### config.mk
export PLATFORM = sky130hd
export DESIGN_NAME = sce_channel_events
export DESIGN_NICKNAME = d
export VERILOG_FILES = /design/src/rtl/sce_pkg.sv /design/src/rtl/sce_flag_bank.sv /design/src/rtl/sce_channel_events.sv
export SDC_FILE = /design/constraint.sdc
export NUM_CORES = 1
export LEC_CHECK = 0
export ABC_CLOCK_PERIOD_IN_PS = 5310
export BUFFER_PORTS_ARGS = -buffer_cell sky130_fd_sc_hd__buf_2
export CELL_PAD_IN_SITES_DETAIL_PLACEMENT = 0
export CELL_PAD_IN_SITES_GLOBAL_PLACEMENT = 2
export CORE_ASPECT_RATIO = 1.5
export CORE_MARGIN = 1.5
export CORE_UTILIZATION = 36
export CTS_BUF_LIST = sky130_fd_sc_hd__clkbuf_4 sky130_fd_sc_hd__clkbuf_8
export CTS_CLUSTER_SIZE = 30
export DETAILED_ROUTE_END_ITERATION = 6
export PLACE_DENSITY = 0.89
export SYNTH_ARGS = -nofsm -noshare
export SYNTH_HDL_FRONTEND = slang
export SYNTH_SLANG_ARGS = --single-unit
export TNS_END_PERCENT = 5
### constraint.sdc
create_clock -name aclk -period 5.31 [get_ports aclk]
set_clock_uncertainty 0.15 [all_clocks]
set_input_delay 0.7965 -clock aclk [delete_from_list [all_inputs] [get_ports aclk]]
set_output_delay 0.7965 -clock aclk [all_outputs]
set_load 0.05 [all_outputs]
### src/rtl/sce_pkg.sv
// constants shared by the serial channel event and control logic
// assumes one 250 MHz clock and a 32-bit axi4-lite register port

package sce_pkg;
  // ==========================================================
  // register byte offsets
  localparam logic [7:0] sce_off_channel_control = 8'h10;
  localparam logic [7:0] sce_off_protocol_control_low = 8'h18;
  localparam logic [7:0] sce_off_protocol_control_high = 8'h1C;
  localparam logic [7:0] sce_off_protocol_status = 8'h20;
  localparam logic [7:0] sce_off_status_clear = 8'h24;
  localparam logic [7:0] sce_off_node_pointer_low = 8'h28;
  localparam logic [7:0] sce_off_node_pointer_high = 8'h2C;

  // ==========================================================
  // reset values and writable masks
  localparam logic [15:0] sce_rst_channel_control = 16'h0000;
  localparam logic [15:0] sce_rst_protocol_control = 16'h0000;
  localparam logic [15:0] sce_rst_node_pointer = 16'h0000;
  localparam logic [15:0] sce_wmask_channel_control = 16'hFF0F;
  localparam logic [15:0] sce_wmask_node_pointer_low = 16'h7777;
  localparam logic [15:0] sce_wmask_node_pointer_high = 16'h0007;

  // ==========================================================
  // channel control fields
  localparam int unsigned sce_pos_mode = 0;
  localparam int unsigned sce_pos_parity_mode = 8;
  localparam int unsigned sce_pos_rx_start_en = 10;
  localparam int unsigned sce_pos_data_lost_en = 11;
  localparam int unsigned sce_pos_tx_shift_en = 12;
  localparam int unsigned sce_pos_tx_buffer_en = 13;
  localparam int unsigned sce_pos_receive_en = 14;
  localparam int unsigned sce_pos_alt_receive_en = 15;

  // operating mode codes
  localparam logic [3:0] sce_mode_disabled = 4'h0;
  localparam logic [3:0] sce_mode_sync = 4'h1;
  localparam logic [3:0] sce_mode_i2s = 4'h2;
  localparam logic [3:0] sce_mode_async = 4'h3;
  localparam logic [3:0] sce_mode_i2c = 4'h4;

  // parity mode codes
  localparam logic [1:0] sce_parity_none = 2'h0;
  localparam logic [1:0] sce_parity_even = 2'h2;
  localparam logic [1:0] sce_parity_odd = 2'h3;

  // ==========================================================
  // node pointer field positions
  localparam int unsigned sce_pos_tx_shift_ptr = 0;
  localparam int unsigned sce_pos_tx_buffer_ptr = 4;
  localparam int unsigned sce_pos_receive_ptr = 8;
  localparam int unsigned sce_pos_alt_receive_ptr = 12;
  localparam int unsigned sce_pos_protocol_ptr = 0;
  localparam int unsigned sce_num_sr = 6;

  // ==========================================================
  // axi responses
  localparam logic [1:0] sce_resp_okay = 2'h0;
  localparam logic [1:0] sce_resp_slverr = 2'h2;
endpackage

### src/rtl/sce_flag_bank.sv
// sticky event indication flags of the serial channel
// assumes set and clear strobes are one-cycle pulses on aclk

`timescale 1ns/1ns

// ==========================================================
// flag bank
module sce_flag_bank
  import sce_pkg::*;
(
  input wire logic aclk,
  input wire logic aresetn,
  input wire logic [15:0] set_flags,
  input wire logic [15:0] clear_flags,
  output logic [15:0] flags
);
  typedef struct packed {
    logic [15:0] flags;
  } sce_flag_state_type;

  sce_flag_state_type state;
  sce_flag_state_type next_state;
  logic [15:0] next_bits;

  genvar i;
  generate
    for (i = 0; i < 16; i++) begin : g_flag
      // set beats clear so an event in the clearing cycle survives
      assign next_bits[i] = set_flags[i] | (state.flags[i] & ~clear_flags[i]);
    end
  endgenerate

  always_comb begin
    next_state = state;
    next_state.flags = next_bits;
  end

  always_ff @(posedge aclk) begin
    if (!aresetn) begin
      state <= '0;
    end else begin
      state <= next_state;
    end
  end

  assign flags = state.flags;
endmodule // sce_flag_bank

### src/rtl/sce_channel_events.sv
// event flags, enables, routing and channel control of one serial channel
// assumes protocol engines deliver one-cycle event pulses on aclk
//
// Implementation choice: the AXI4-Lite interface to the registers.

`timescale 1ns/1ns

// ==========================================================
// top module
// Function
// each protocol event sets its own status bit; clear register bit clears it
// enabled protocol events raise one common request via protocol pointer
// async mode: status bits 8..2, enables in low control 7..3
// sync mode: select-output and select-input frame events, bits 3..2, enables 15..14
// i2c mode: eight events in status 8..1, enables high control 24..18
// i2s mode: word-select events in status 6..3, enables 6..4 and 15
// mode field 3..0 selects protocol; 1 sync, 4 i2c
// mode zero disables channel and idles every protocol state machine
// unimplemented or reserved mode code leaves the channel disabled
// software disables channel before changing protocol, then rewrites controls
// parity field 9..8: none, reserved, even, odd
// bit 10 enables receiver start request via transmit buffer pointer
// bit 11 enables data lost request via protocol pointer
// bit 12 enables transmit shift request via its own pointer
// bits 13..15 enable transmit buffer, receive, alternative receive requests
// flags stay set until cleared and never gate request generation
// channel control resets to zero; reserved bits read zero
module sce_channel_events
  import sce_pkg::*;
#(
  parameter logic [3:0] protocol_available = 4'hF
) (
  input wire logic aclk,
  input wire logic aresetn,
  input wire logic [7:0] s_axi_awaddr,
  input wire logic s_axi_awvalid,
  output logic s_axi_awready,
  input wire logic [31:0] s_axi_wdata,
  input wire logic [3:0] s_axi_wstrb,
  input wire logic s_axi_wvalid,
  output logic s_axi_wready,
  output logic [1:0] s_axi_bresp,
  output logic s_axi_bvalid,
  input wire logic s_axi_bready,
  input wire logic [7:0] s_axi_araddr,
  input wire logic s_axi_arvalid,
  output logic s_axi_arready,
  output logic [31:0] s_axi_rdata,
  output logic [1:0] s_axi_rresp,
  output logic s_axi_rvalid,
  input wire logic s_axi_rready,
  input wire logic receive_event,
  input wire logic rx_start_event,
  input wire logic alt_receive_event,
  input wire logic tx_shift_event,
  input wire logic tx_buffer_event,
  input wire logic data_lost_event,
  input wire logic [8:1] protocol_event,
  output logic channel_active,
  output logic protocol_force_idle,
  output logic sync_serial_mode,
  output logic async_serial_mode,
  output logic i2c_mode,
  output logic i2s_mode,
  output logic [1:0] parity_mode,
  output logic parity_enable,
  output logic parity_odd,
  output logic [sce_num_sr-1:0] service_request_output
);
  // ==========================================================
  // state
  typedef struct packed {
    logic aw_have;
    logic [7:0] aw_addr;
    logic w_have;
    logic [31:0] w_data;
    logic [3:0] w_strb;
    logic bvalid;
    logic [1:0] bresp;
    logic rvalid;
    logic [31:0] rdata;
    logic [1:0] rresp;
    logic [15:0] channel_control;
    logic [15:0] protocol_control_low;
    logic [15:0] protocol_control_high;
    logic [15:0] node_pointer_low;
    logic [15:0] node_pointer_high;
    logic [sce_num_sr-1:0] service_request;
  } sce_state_type;

  sce_state_type state;
  sce_state_type next_state;

  logic [3:0] mode;
  logic [8:0] proto_valid;
  logic [8:0] proto_en;
  logic [15:0] set_flags;
  logic [15:0] clear_flags;
  logic [15:0] protocol_status_register;
  logic write_fire;
  logic [31:0] read_word;
  logic read_hit;
  logic proto_fire;

  // ==========================================================
  // helpers
  function automatic logic [15:0] sce_merge(
    input logic [15:0] old_value,
    input logic [31:0] data,
    input logic [3:0] strb,
    input logic [15:0] wmask
  );
    logic [15:0] merged;
    merged = old_value;
    if (strb[0]) begin
      merged[7:0] = data[7:0];
    end
    if (strb[1]) begin
      merged[15:8] = data[15:8];
    end
    return merged & wmask;
  endfunction

  function automatic logic [sce_num_sr-1:0] sce_route(
    input logic [sce_num_sr-1:0] vec,
    input logic fire,
    input logic [2:0] ptr
  );
    logic [sce_num_sr-1:0] routed;
    routed = vec;
    // pointer codes beyond the last output reach no request line
    for (int k = 0; k < sce_num_sr; k++) begin
      if (fire && (ptr == 3'(k))) begin
        routed[k] = 1'b1;
      end
    end
    return routed;
  endfunction

  // ==========================================================
  // mode decode
  assign mode = state.channel_control[sce_pos_mode +: 4];

  always_comb begin
    sync_serial_mode = (mode == sce_mode_sync) && protocol_available[0];
    async_serial_mode = (mode == sce_mode_async) && protocol_available[1];
    i2c_mode = (mode == sce_mode_i2c) && protocol_available[2];
    i2s_mode = (mode == sce_mode_i2s) && protocol_available[3];
  end

  // zero or reserved codes fall out of every decode above
  assign channel_active = sync_serial_mode | async_serial_mode | i2c_mode | i2s_mode;
  assign protocol_force_idle = ~channel_active;

  assign parity_mode = state.channel_control[sce_pos_parity_mode +: 2];
  // the reserved code behaves as no parity
  assign parity_enable = (parity_mode == sce_parity_even) || (parity_mode == sce_parity_odd);
  assign parity_odd = (parity_mode == sce_parity_odd);

  // ==========================================================
  // protocol event enables per mode
  always_comb begin
    proto_valid = '0;
    proto_en = '0;
    if (async_serial_mode) begin
      proto_valid[8:2] = 7'h7F;
      for (int k = 2; k <= 6; k++) begin
        proto_en[k] = state.protocol_control_low[k+1];
      end
      // both frame-finished indications share the top enable
      proto_en[7] = state.protocol_control_low[7];
      proto_en[8] = state.protocol_control_low[7];
    end
    if (sync_serial_mode) begin
      proto_valid[3:2] = 2'h3;
      proto_en[2] = state.protocol_control_low[14];
      proto_en[3] = state.protocol_control_low[15];
    end
    if (i2c_mode) begin
      proto_valid[8:1] = 8'hFF;
      for (int k = 1; k <= 7; k++) begin
        proto_en[k] = state.protocol_control_high[k+1];
      end
      proto_en[8] = state.protocol_control_high[8];
    end
    if (i2s_mode) begin
      proto_valid[6:3] = 4'hF;
      proto_en[3] = state.protocol_control_low[4];
      proto_en[4] = state.protocol_control_low[5];
      proto_en[5] = state.protocol_control_low[6];
      proto_en[6] = state.protocol_control_low[15];
    end
  end

  // ==========================================================
  // flag set and clear
  always_comb begin
    set_flags = '0;
    set_flags[8:1] = protocol_event & proto_valid[8:1];
    set_flags[sce_pos_rx_start_en] = rx_start_event & channel_active;
    set_flags[sce_pos_data_lost_en] = data_lost_event & channel_active;
    set_flags[sce_pos_tx_shift_en] = tx_shift_event & channel_active;
    set_flags[sce_pos_tx_buffer_en] = tx_buffer_event & channel_active;
    set_flags[sce_pos_receive_en] = receive_event & channel_active;
    set_flags[sce_pos_alt_receive_en] = alt_receive_event & channel_active;
  end

  assign write_fire = state.aw_have && state.w_have && !state.bvalid;

  always_comb begin
    clear_flags = '0;
    if (write_fire && (state.aw_addr == sce_off_status_clear)) begin
      clear_flags = sce_merge(16'h0000, state.w_data, state.w_strb, 16'hFFFF);
    end
  end

  sce_flag_bank u_flags (
    .aclk(aclk),
    .aresetn(aresetn),
    .set_flags(set_flags),
    .clear_flags(clear_flags),
    .flags(protocol_status_register)
  );

  // flags do not take part here, so requests repeat without clearing
  assign proto_fire = |(set_flags[8:1] & proto_en[8:1]);

  // ==========================================================
  // read decode
  always_comb begin
    read_word = '0;
    read_hit = 1'b1;
    case (s_axi_araddr)
      sce_off_channel_control: begin
        read_word[15:0] = state.channel_control;
      end
      sce_off_protocol_control_low: begin
        read_word[15:0] = state.protocol_control_low;
      end
      sce_off_protocol_control_high: begin
        read_word[15:0] = state.protocol_control_high;
      end
      sce_off_protocol_status: begin
        read_word[15:0] = protocol_status_register;
      end
      sce_off_status_clear: begin
        read_word = '0;
      end
      sce_off_node_pointer_low: begin
        read_word[15:0] = state.node_pointer_low;
      end
      sce_off_node_pointer_high: begin
        read_word[15:0] = state.node_pointer_high;
      end
      default: begin
        read_hit = 1'b0;
      end
    endcase
  end

  // ==========================================================
  // next state
  always_comb begin
    next_state = state;
    if (s_axi_awvalid && s_axi_awready) begin
      next_state.aw_have = 1'b1;
      next_state.aw_addr = s_axi_awaddr;
    end
    if (s_axi_wvalid && s_axi_wready) begin
      next_state.w_have = 1'b1;
      next_state.w_data = s_axi_wdata;
      next_state.w_strb = s_axi_wstrb;
    end
    if (write_fire) begin
      next_state.aw_have = 1'b0;
      next_state.w_have = 1'b0;
      next_state.bvalid = 1'b1;
      next_state.bresp = sce_resp_okay;
      case (state.aw_addr)
        sce_off_channel_control: begin
          // mode codes are stored as written; decode keeps bad ones disabled
          next_state.channel_control = sce_merge(state.channel_control, state.w_data,
            state.w_strb, sce_wmask_channel_control);
        end
        sce_off_protocol_control_low: begin
          next_state.protocol_control_low = sce_merge(state.protocol_control_low,
            state.w_data, state.w_strb, 16'hFFFF);
        end
        sce_off_protocol_control_high: begin
          next_state.protocol_control_high = sce_merge(state.protocol_control_high,
            state.w_data, state.w_strb, 16'hFFFF);
        end
        sce_off_protocol_status: begin
          next_state.bresp = sce_resp_okay;
        end
        sce_off_status_clear: begin
          next_state.bresp = sce_resp_okay;
        end
        sce_off_node_pointer_low: begin
          next_state.node_pointer_low = sce_merge(state.node_pointer_low, state.w_data,
            state.w_strb, sce_wmask_node_pointer_low);
        end
        sce_off_node_pointer_high: begin
          next_state.node_pointer_high = sce_merge(state.node_pointer_high, state.w_data,
            state.w_strb, sce_wmask_node_pointer_high);
        end
        default: begin
          next_state.bresp = sce_resp_slverr;
        end
      endcase
    end
    if (state.bvalid && s_axi_bready) begin
      next_state.bvalid = 1'b0;
    end
    if (state.rvalid && s_axi_rready) begin
      next_state.rvalid = 1'b0;
    end
    if (s_axi_arvalid && s_axi_arready) begin
      next_state.rvalid = 1'b1;
      next_state.rdata = read_word;
      next_state.rresp = read_hit ? sce_resp_okay : sce_resp_slverr;
    end
    // request lines pulse one cycle after the event
    next_state.service_request = '0;
    next_state.service_request = sce_route(next_state.service_request,
      set_flags[sce_pos_rx_start_en] & state.channel_control[sce_pos_rx_start_en],
      state.node_pointer_low[sce_pos_tx_buffer_ptr +: 3]);
    next_state.service_request = sce_route(next_state.service_request,
      set_flags[sce_pos_data_lost_en] & state.channel_control[sce_pos_data_lost_en],
      state.node_pointer_high[sce_pos_protocol_ptr +: 3]);
    next_state.service_request = sce_route(next_state.service_request,
      set_flags[sce_pos_tx_shift_en] & state.channel_control[sce_pos_tx_shift_en],
      state.node_pointer_low[sce_pos_tx_shift_ptr +: 3]);
    next_state.service_request = sce_route(next_state.service_request,
      set_flags[sce_pos_tx_buffer_en] & state.channel_control[sce_pos_tx_buffer_en],
      state.node_pointer_low[sce_pos_tx_buffer_ptr +: 3]);
    next_state.service_request = sce_route(next_state.service_request,
      set_flags[sce_pos_receive_en] & state.channel_control[sce_pos_receive_en],
      state.node_pointer_low[sce_pos_receive_ptr +: 3]);
    next_state.service_request = sce_route(next_state.service_request,
      set_flags[sce_pos_alt_receive_en] & state.channel_control[sce_pos_alt_receive_en],
      state.node_pointer_low[sce_pos_alt_receive_ptr +: 3]);
    next_state.service_request = sce_route(next_state.service_request, proto_fire,
      state.node_pointer_high[sce_pos_protocol_ptr +: 3]);
  end

  // ==========================================================
  // registers
  always_ff @(posedge aclk) begin
    if (!aresetn) begin
      state <= '0;
      state.channel_control <= sce_rst_channel_control;
      state.protocol_control_low <= sce_rst_protocol_control;
      state.protocol_control_high <= sce_rst_protocol_control;
      state.node_pointer_low <= sce_rst_node_pointer;
      state.node_pointer_high <= sce_rst_node_pointer;
    end else begin
      state <= next_state;
    end
  end

  // ==========================================================
  // bus outputs
  // one write in flight keeps the response ordering trivial
  assign s_axi_awready = !state.aw_have && !state.bvalid;
  assign s_axi_wready = !state.w_have && !state.bvalid;
  assign s_axi_bvalid = state.bvalid;
  assign s_axi_bresp = state.bresp;
  assign s_axi_arready = !state.rvalid;
  assign s_axi_rvalid = state.rvalid;
  assign s_axi_rdata = state.rdata;
  assign s_axi_rresp = state.rresp;
  assign service_request_output = state.service_request;
endmodule // sce_channel_events

=== Yosys cells after proc, flatten, opt, wreduce, memory -nomap -nowiden ===
Index checks and enable logic that the tools add are counted.

* Equal/unequal tests: 45
* Muxes and demuxes: 59
* Bitwise gates (word level): 65
* Reduce and logical (&&, ||, !) cells: 77

{| class="wikitable"
|+ Operators by type and width
! cell !! count
|-
| 16-bit case mux with 6 select lines || 1
|-
| 8-bit by 6-bit equality test with 1-bit output (second input constant) || 8
|-
| 1-bit logical AND || 52
|-
| 8-bit by 5-bit equality test with 1-bit output (second input constant) || 6
|-
| 1-bit 2-to-1 mux || 44
|-
| 35-bit 2-to-1 mux || 1
|-
| 8-bit 2-to-1 mux || 4
|-
| 3-bit by 2-bit equality test with 1-bit output (second input constant) || 10
|-
| 3-bit equality test (second input constant) || 10
|-
| 1-bit bitwise AND || 28
|-
| 3-bit AND reduction || 9
|-
| 1-bit inverter || 18
|-
| 1-bit bitwise OR || 17
|-
| 8-bit bitwise AND || 2
|-
| 16-bit 2-to-1 mux || 1
|-
| 3-bit by 1-bit equality test with 1-bit output (second input constant) || 5
|-
| 3-bit zero test || 5
|-
| 7-bit 2-to-1 mux || 2
|-
| 7-bit OR reduction || 2
|-
| 4-bit by 2-bit equality test with 1-bit output (second input constant) || 2
|-
| 2-bit 2-to-1 mux || 4
|-
| 4-bit 2-to-1 mux || 2
|-
| 8-bit OR reduction || 1
|-
| 2-bit equality test (second input constant) || 2
|-
| other kinds (6) || 10
|}

* Register bits after elaboration: 131
* Input bits: 73
* Output and inout port bits: 57
* Word-level logic and storage cells: 267

=== Logic depth before layout (Yosys ltp) ===
* Depth after elaboration: 14
* Depth in mapped cells: 7
* Gate-level depth less buffers: 6

=== Cells and area by module ===
Synthesis repeated with hierarchy kept, for this count alone.

* Cells, all modules: 799
* Area total of the unflattened synthesis: 6,685.2 µm²

{| class="wikitable"
|+ Modules (own cells, without submodules)
! module !! times used !! cells an instance !! area an instance (µm²) !! sequential area each (µm²)
|-
| sce_channel_events || 1 || 749 || 6,113.4 || 2,262.2
|-
| sce_flag_bank || 1 || 50 || 571.8 || 320.3
|}

=== Worst setup path before layout ===
No wires, ideal clock.

* Path kind: register to output
* From: register state (netlist bit mode[1])
* To: output port i2s_mode
* Arrival time: 2.298 ns
* Required time: 4.364 ns
* Setup slack: 2.066 ns
* Cell stages (with the launch flop): 3
* Buffers on the path: 1
* Cells stage by stage: dfxtp_1 > buf_2 > nor4b_1

* Word-level cells in the longest chain between the ends: 1

{| class="wikitable"
|+ RTL lines
! element !! RTL line !! source
|-
| start, declared || sce_channel_events.sv:91 || <nowiki>sce_state_type state;</nowiki>
|-
| start signal, assigned || sce_channel_events.sv:358 || <nowiki>state <= next_state;</nowiki>
|-
| 4-bit by 2-bit equality test with 1-bit output || sce_channel_events.sv:148 || <nowiki>i2s_mode = (mode == sce_mode_i2s) && protocol_available[3];</nowiki>
|-
| end, declared || sce_channel_events.sv:64 || <nowiki>output logic i2s_mode,</nowiki>
|}

No other way between the ends.

=== Worst setup path in the final report ===
* From: register state (netlist bit mode[2])
* To: output port protocol_force_idle

* Word-level cells in the longest chain between the ends: 5
* Elaborated cells between the ends (all ways): 8
* Classes of those cells: eq/ne: 4; bitwise: 4

{| class="wikitable"
|+ RTL lines
! element !! RTL line !! source
|-
| 4-bit by 1-bit equality test with 1-bit output or 4-bit by 2-bit equality test with 1-bit output (tied branches) || sce_channel_events.sv:145, sce_channel_events.sv:146 ||
|-
| 1-bit bitwise OR (2 in a row) || sce_channel_events.sv:152 || <nowiki>assign channel_active = sync_serial_mode | async_serial_mode | i2c_mode | i2s_mode;</nowiki>
|-
| 1-bit bitwise OR (*) || sce_channel_events.sv:152 ||
|-
| 1-bit inverter (*) || sce_channel_events.sv:153 || <nowiki>assign protocol_force_idle = ~channel_active;</nowiki>
|-
| end, declared || sce_channel_events.sv:60 || <nowiki>output logic protocol_force_idle,</nowiki>
|}

Mark *: on every way between the ends. The rest lies on a longest branch, timed or not.

==> metrics.txt <==
minimum hold slack=approximately 0.28 ns; DRT Wirelength=18.32 mm; Hold Buf Count CTS=0; P_leak=between 0.002 and 0.003 µW; Netlist cell types=68; filler instances=1881; IO Count=130; number of inserted diodes=0; share of the synthesized area in the top cell type=39.75%; chip width=between 100 and 150 µm; worst slew pin tran=0.8591 ns; Core Rows=60; Iter 0 DRT Violations=337; Hold Path Depth=2; nets=roughly 900; cts repair resizes=0; Die H=167.5 µm; CTS root buffer=clkbuf_8; clock buffer depth=2; #FFs+latches synth=129; Avg Synthesized Cell Area=8.371 µm²; critical path required time=4.36 ns; outcome=completed; drt wl/cell=17.43 µm; min cycle time layout=3.290 ns; Post-Synthesis Cells=between 700 and 800; H-tree level count=4; setup violators final=0; core area=17790 µm²; Area after DPL=6829 µm²; final setup TNS=0 ns; Max-slew headroom=42.61%; largest net degree at the start of global routing=between 90 and 100; dominant cells by area after synthesis=dfxtp_1 40%, a21boi_0 10%, nand2_1 8.8%; synth warn=0; worst reg2reg path depth=5; TritonCTS clock tree=done; share of the clock period used by the worst path=61.96%; Initial Util=36.51%; Area Growth Syn to Fin=11.83%; worst skew pair latency=0.44 ns; Hold Vio Cnt, Final=0; Reg clk slew, reported paths=0.07 ns; Detail Placement HPWL=12.95 mm; RSZ-0062 raised after global routing=false; Async S/R FF share, synth=0%; leading area contributor after synthesis=dfxtp_1; worst min path class=reg -> reg; final core occ=40.83%; synthesized area=6496 µm²; Worst VDD drop=between 0.1 and 0.15 mV; input/output buffers=93; crit-path cells=or3b_2 > a21oi_2 > buf_4 > inv_1 > buf_2; Max Cap Viol=0; slowest cell on the critical path=or3b_2; DRC viols=0; CP max FO=23; Die Area=18880 µm²; Worst setup SP type=flop; commonest cells after routing, fill and taps aside=153 x nand2_1, 129 x dfxtp_1, 92 x buf_2; vias per cell=5.263; register area share after synthesis=between 30% and 40%; CP arrival=2.34 ns; GR Overflow Total=0; Post-synth EDFFs=0; Final ANT Viol Nets=0; GRT Total Usage=19.76%; CTS Buf Count=17; fin area=7264 µm²; Pre-antenna DRT Iters=5; Final Wtd Congestion=slightly above 0.8; clock sinks=between 100 and 150; first-pass GRT wire length=29.17 mm; ys flop type=dfxtp_1; critical path capture point type=primary output; share of layout cells above drive strength 1=about 18%; Setup CP Type=reg -> out; Slew Viols, Final=0; PD cells=290.7 nW/µm²; initial antenna violation count=0; most common cell after layout, fill and taps aside=nand2_1; vias in the first global route=5304; vias=between 5000 and 6000; Max stage delay on crit path=0.57 ns; fmax=just over 300 MHz; post-CTS setup buffer count=0
[routing by layer]
metal,GRT usage (%),share of wire [%],vias to the layer above
li1,-,-,2760
met1,24.72,44,2606
met2,34.09,50,150
met3,3.583,4.7,15
met4,6.549,1.6,0
met5,0,0,-
[final timing paths]
| path | from | endpoint | slack (ns) |
|---|---|---|---|
| max | mode[2] | protocol_force_idle | 2.02 |
| min | u_flags.flags[9] | u_flags.flags[9] | 0.28 |
| min reg2reg | u_flags.flags[9] | u_flags.flags[9] | 0.28 |
| max reg2reg | mode[2] | service_request_output[4] | 2.56 |
[metrics by stage]
step                      power [µW]  cells  worst slack (ns)
after floorplan                 1155    793             2.066
final                           2112   1051             2.020
after global placement          1201   1020             2.110
after detailed placement        1202   1020             2.141
after global routing            2190   1051             1.856
after CTS                       2135   1051             2.008
[logic make-up after synthesis]
logic type	after synthesis	synth area share, %
AO/OA/AOI/OAI	224	24.85
buffers and inverters	108	9.033
flip-flops	129	39.75
multiplexers	20	3.159
other	1	0.05773
AND/OR/NAND/NOR	294	23.15
[critical path, delay by kind of cell, from the launching register on]
family | cells | cell delay, ns
buf+inv | 3 | 0.65
simple gates | 1 | 0.57
compound gates | 1 | 0.14
flops | 1 | 0.55
[state kept, by name, summed over array words and instances, names as in the netlist]
name	flops
mode	4
parity_mode	2
s_axi_bresp	1
s_axi_bvalid	1
s_axi_rdata	16
s_axi_rresp	1
s_axi_rvalid	1
service_request_output	6
state	81
u_flags.flags	16
[area by class of cell]
cell class | count | area [µm²] | share of cell area [%]
clock buffer | 21 | 276.5 | 3.806
inverter | 19 | 71.32 | 0.9817
timing repair buffer | 99 | 513.0 | 7.062
tap | 217 | 271.5 | 3.738
multi-input combinational | 556 | 3391 | 46.68
sequential | 129 | 2582 | 35.55
clock inverter | 10 | 158.9 | 2.187
[cell usage after synthesis, types with 4 or more instances]
cell type  instances
buf_2              9
o21ai_0           45
nand2b_1           5
nor2_1            25
or2_2              5
nand2_1          153
a21boi_0          88
o21a_1            15
nand4_1           13
a22oi_1           18
nand4b_1           6
nand3b_1           7
nor3b_1            4
o2bb2ai_1          6
dfxtp_1          129
nor2b_1           27
buf_4             45
clkbuf_1          33
and3_1             6
o22ai_1            7
a21oi_1           10
a222oi_1           8
inv_1             19
nand3_1            5
and4b_1            4
and2_1            11
mux2i_1           16
[power by group]
group	switching, µW	internal, µW
Clock	391	543
Combinational	119	49.1
Sequential	24.0	985
Note: power is estimated with default switching activity, not from simulation.
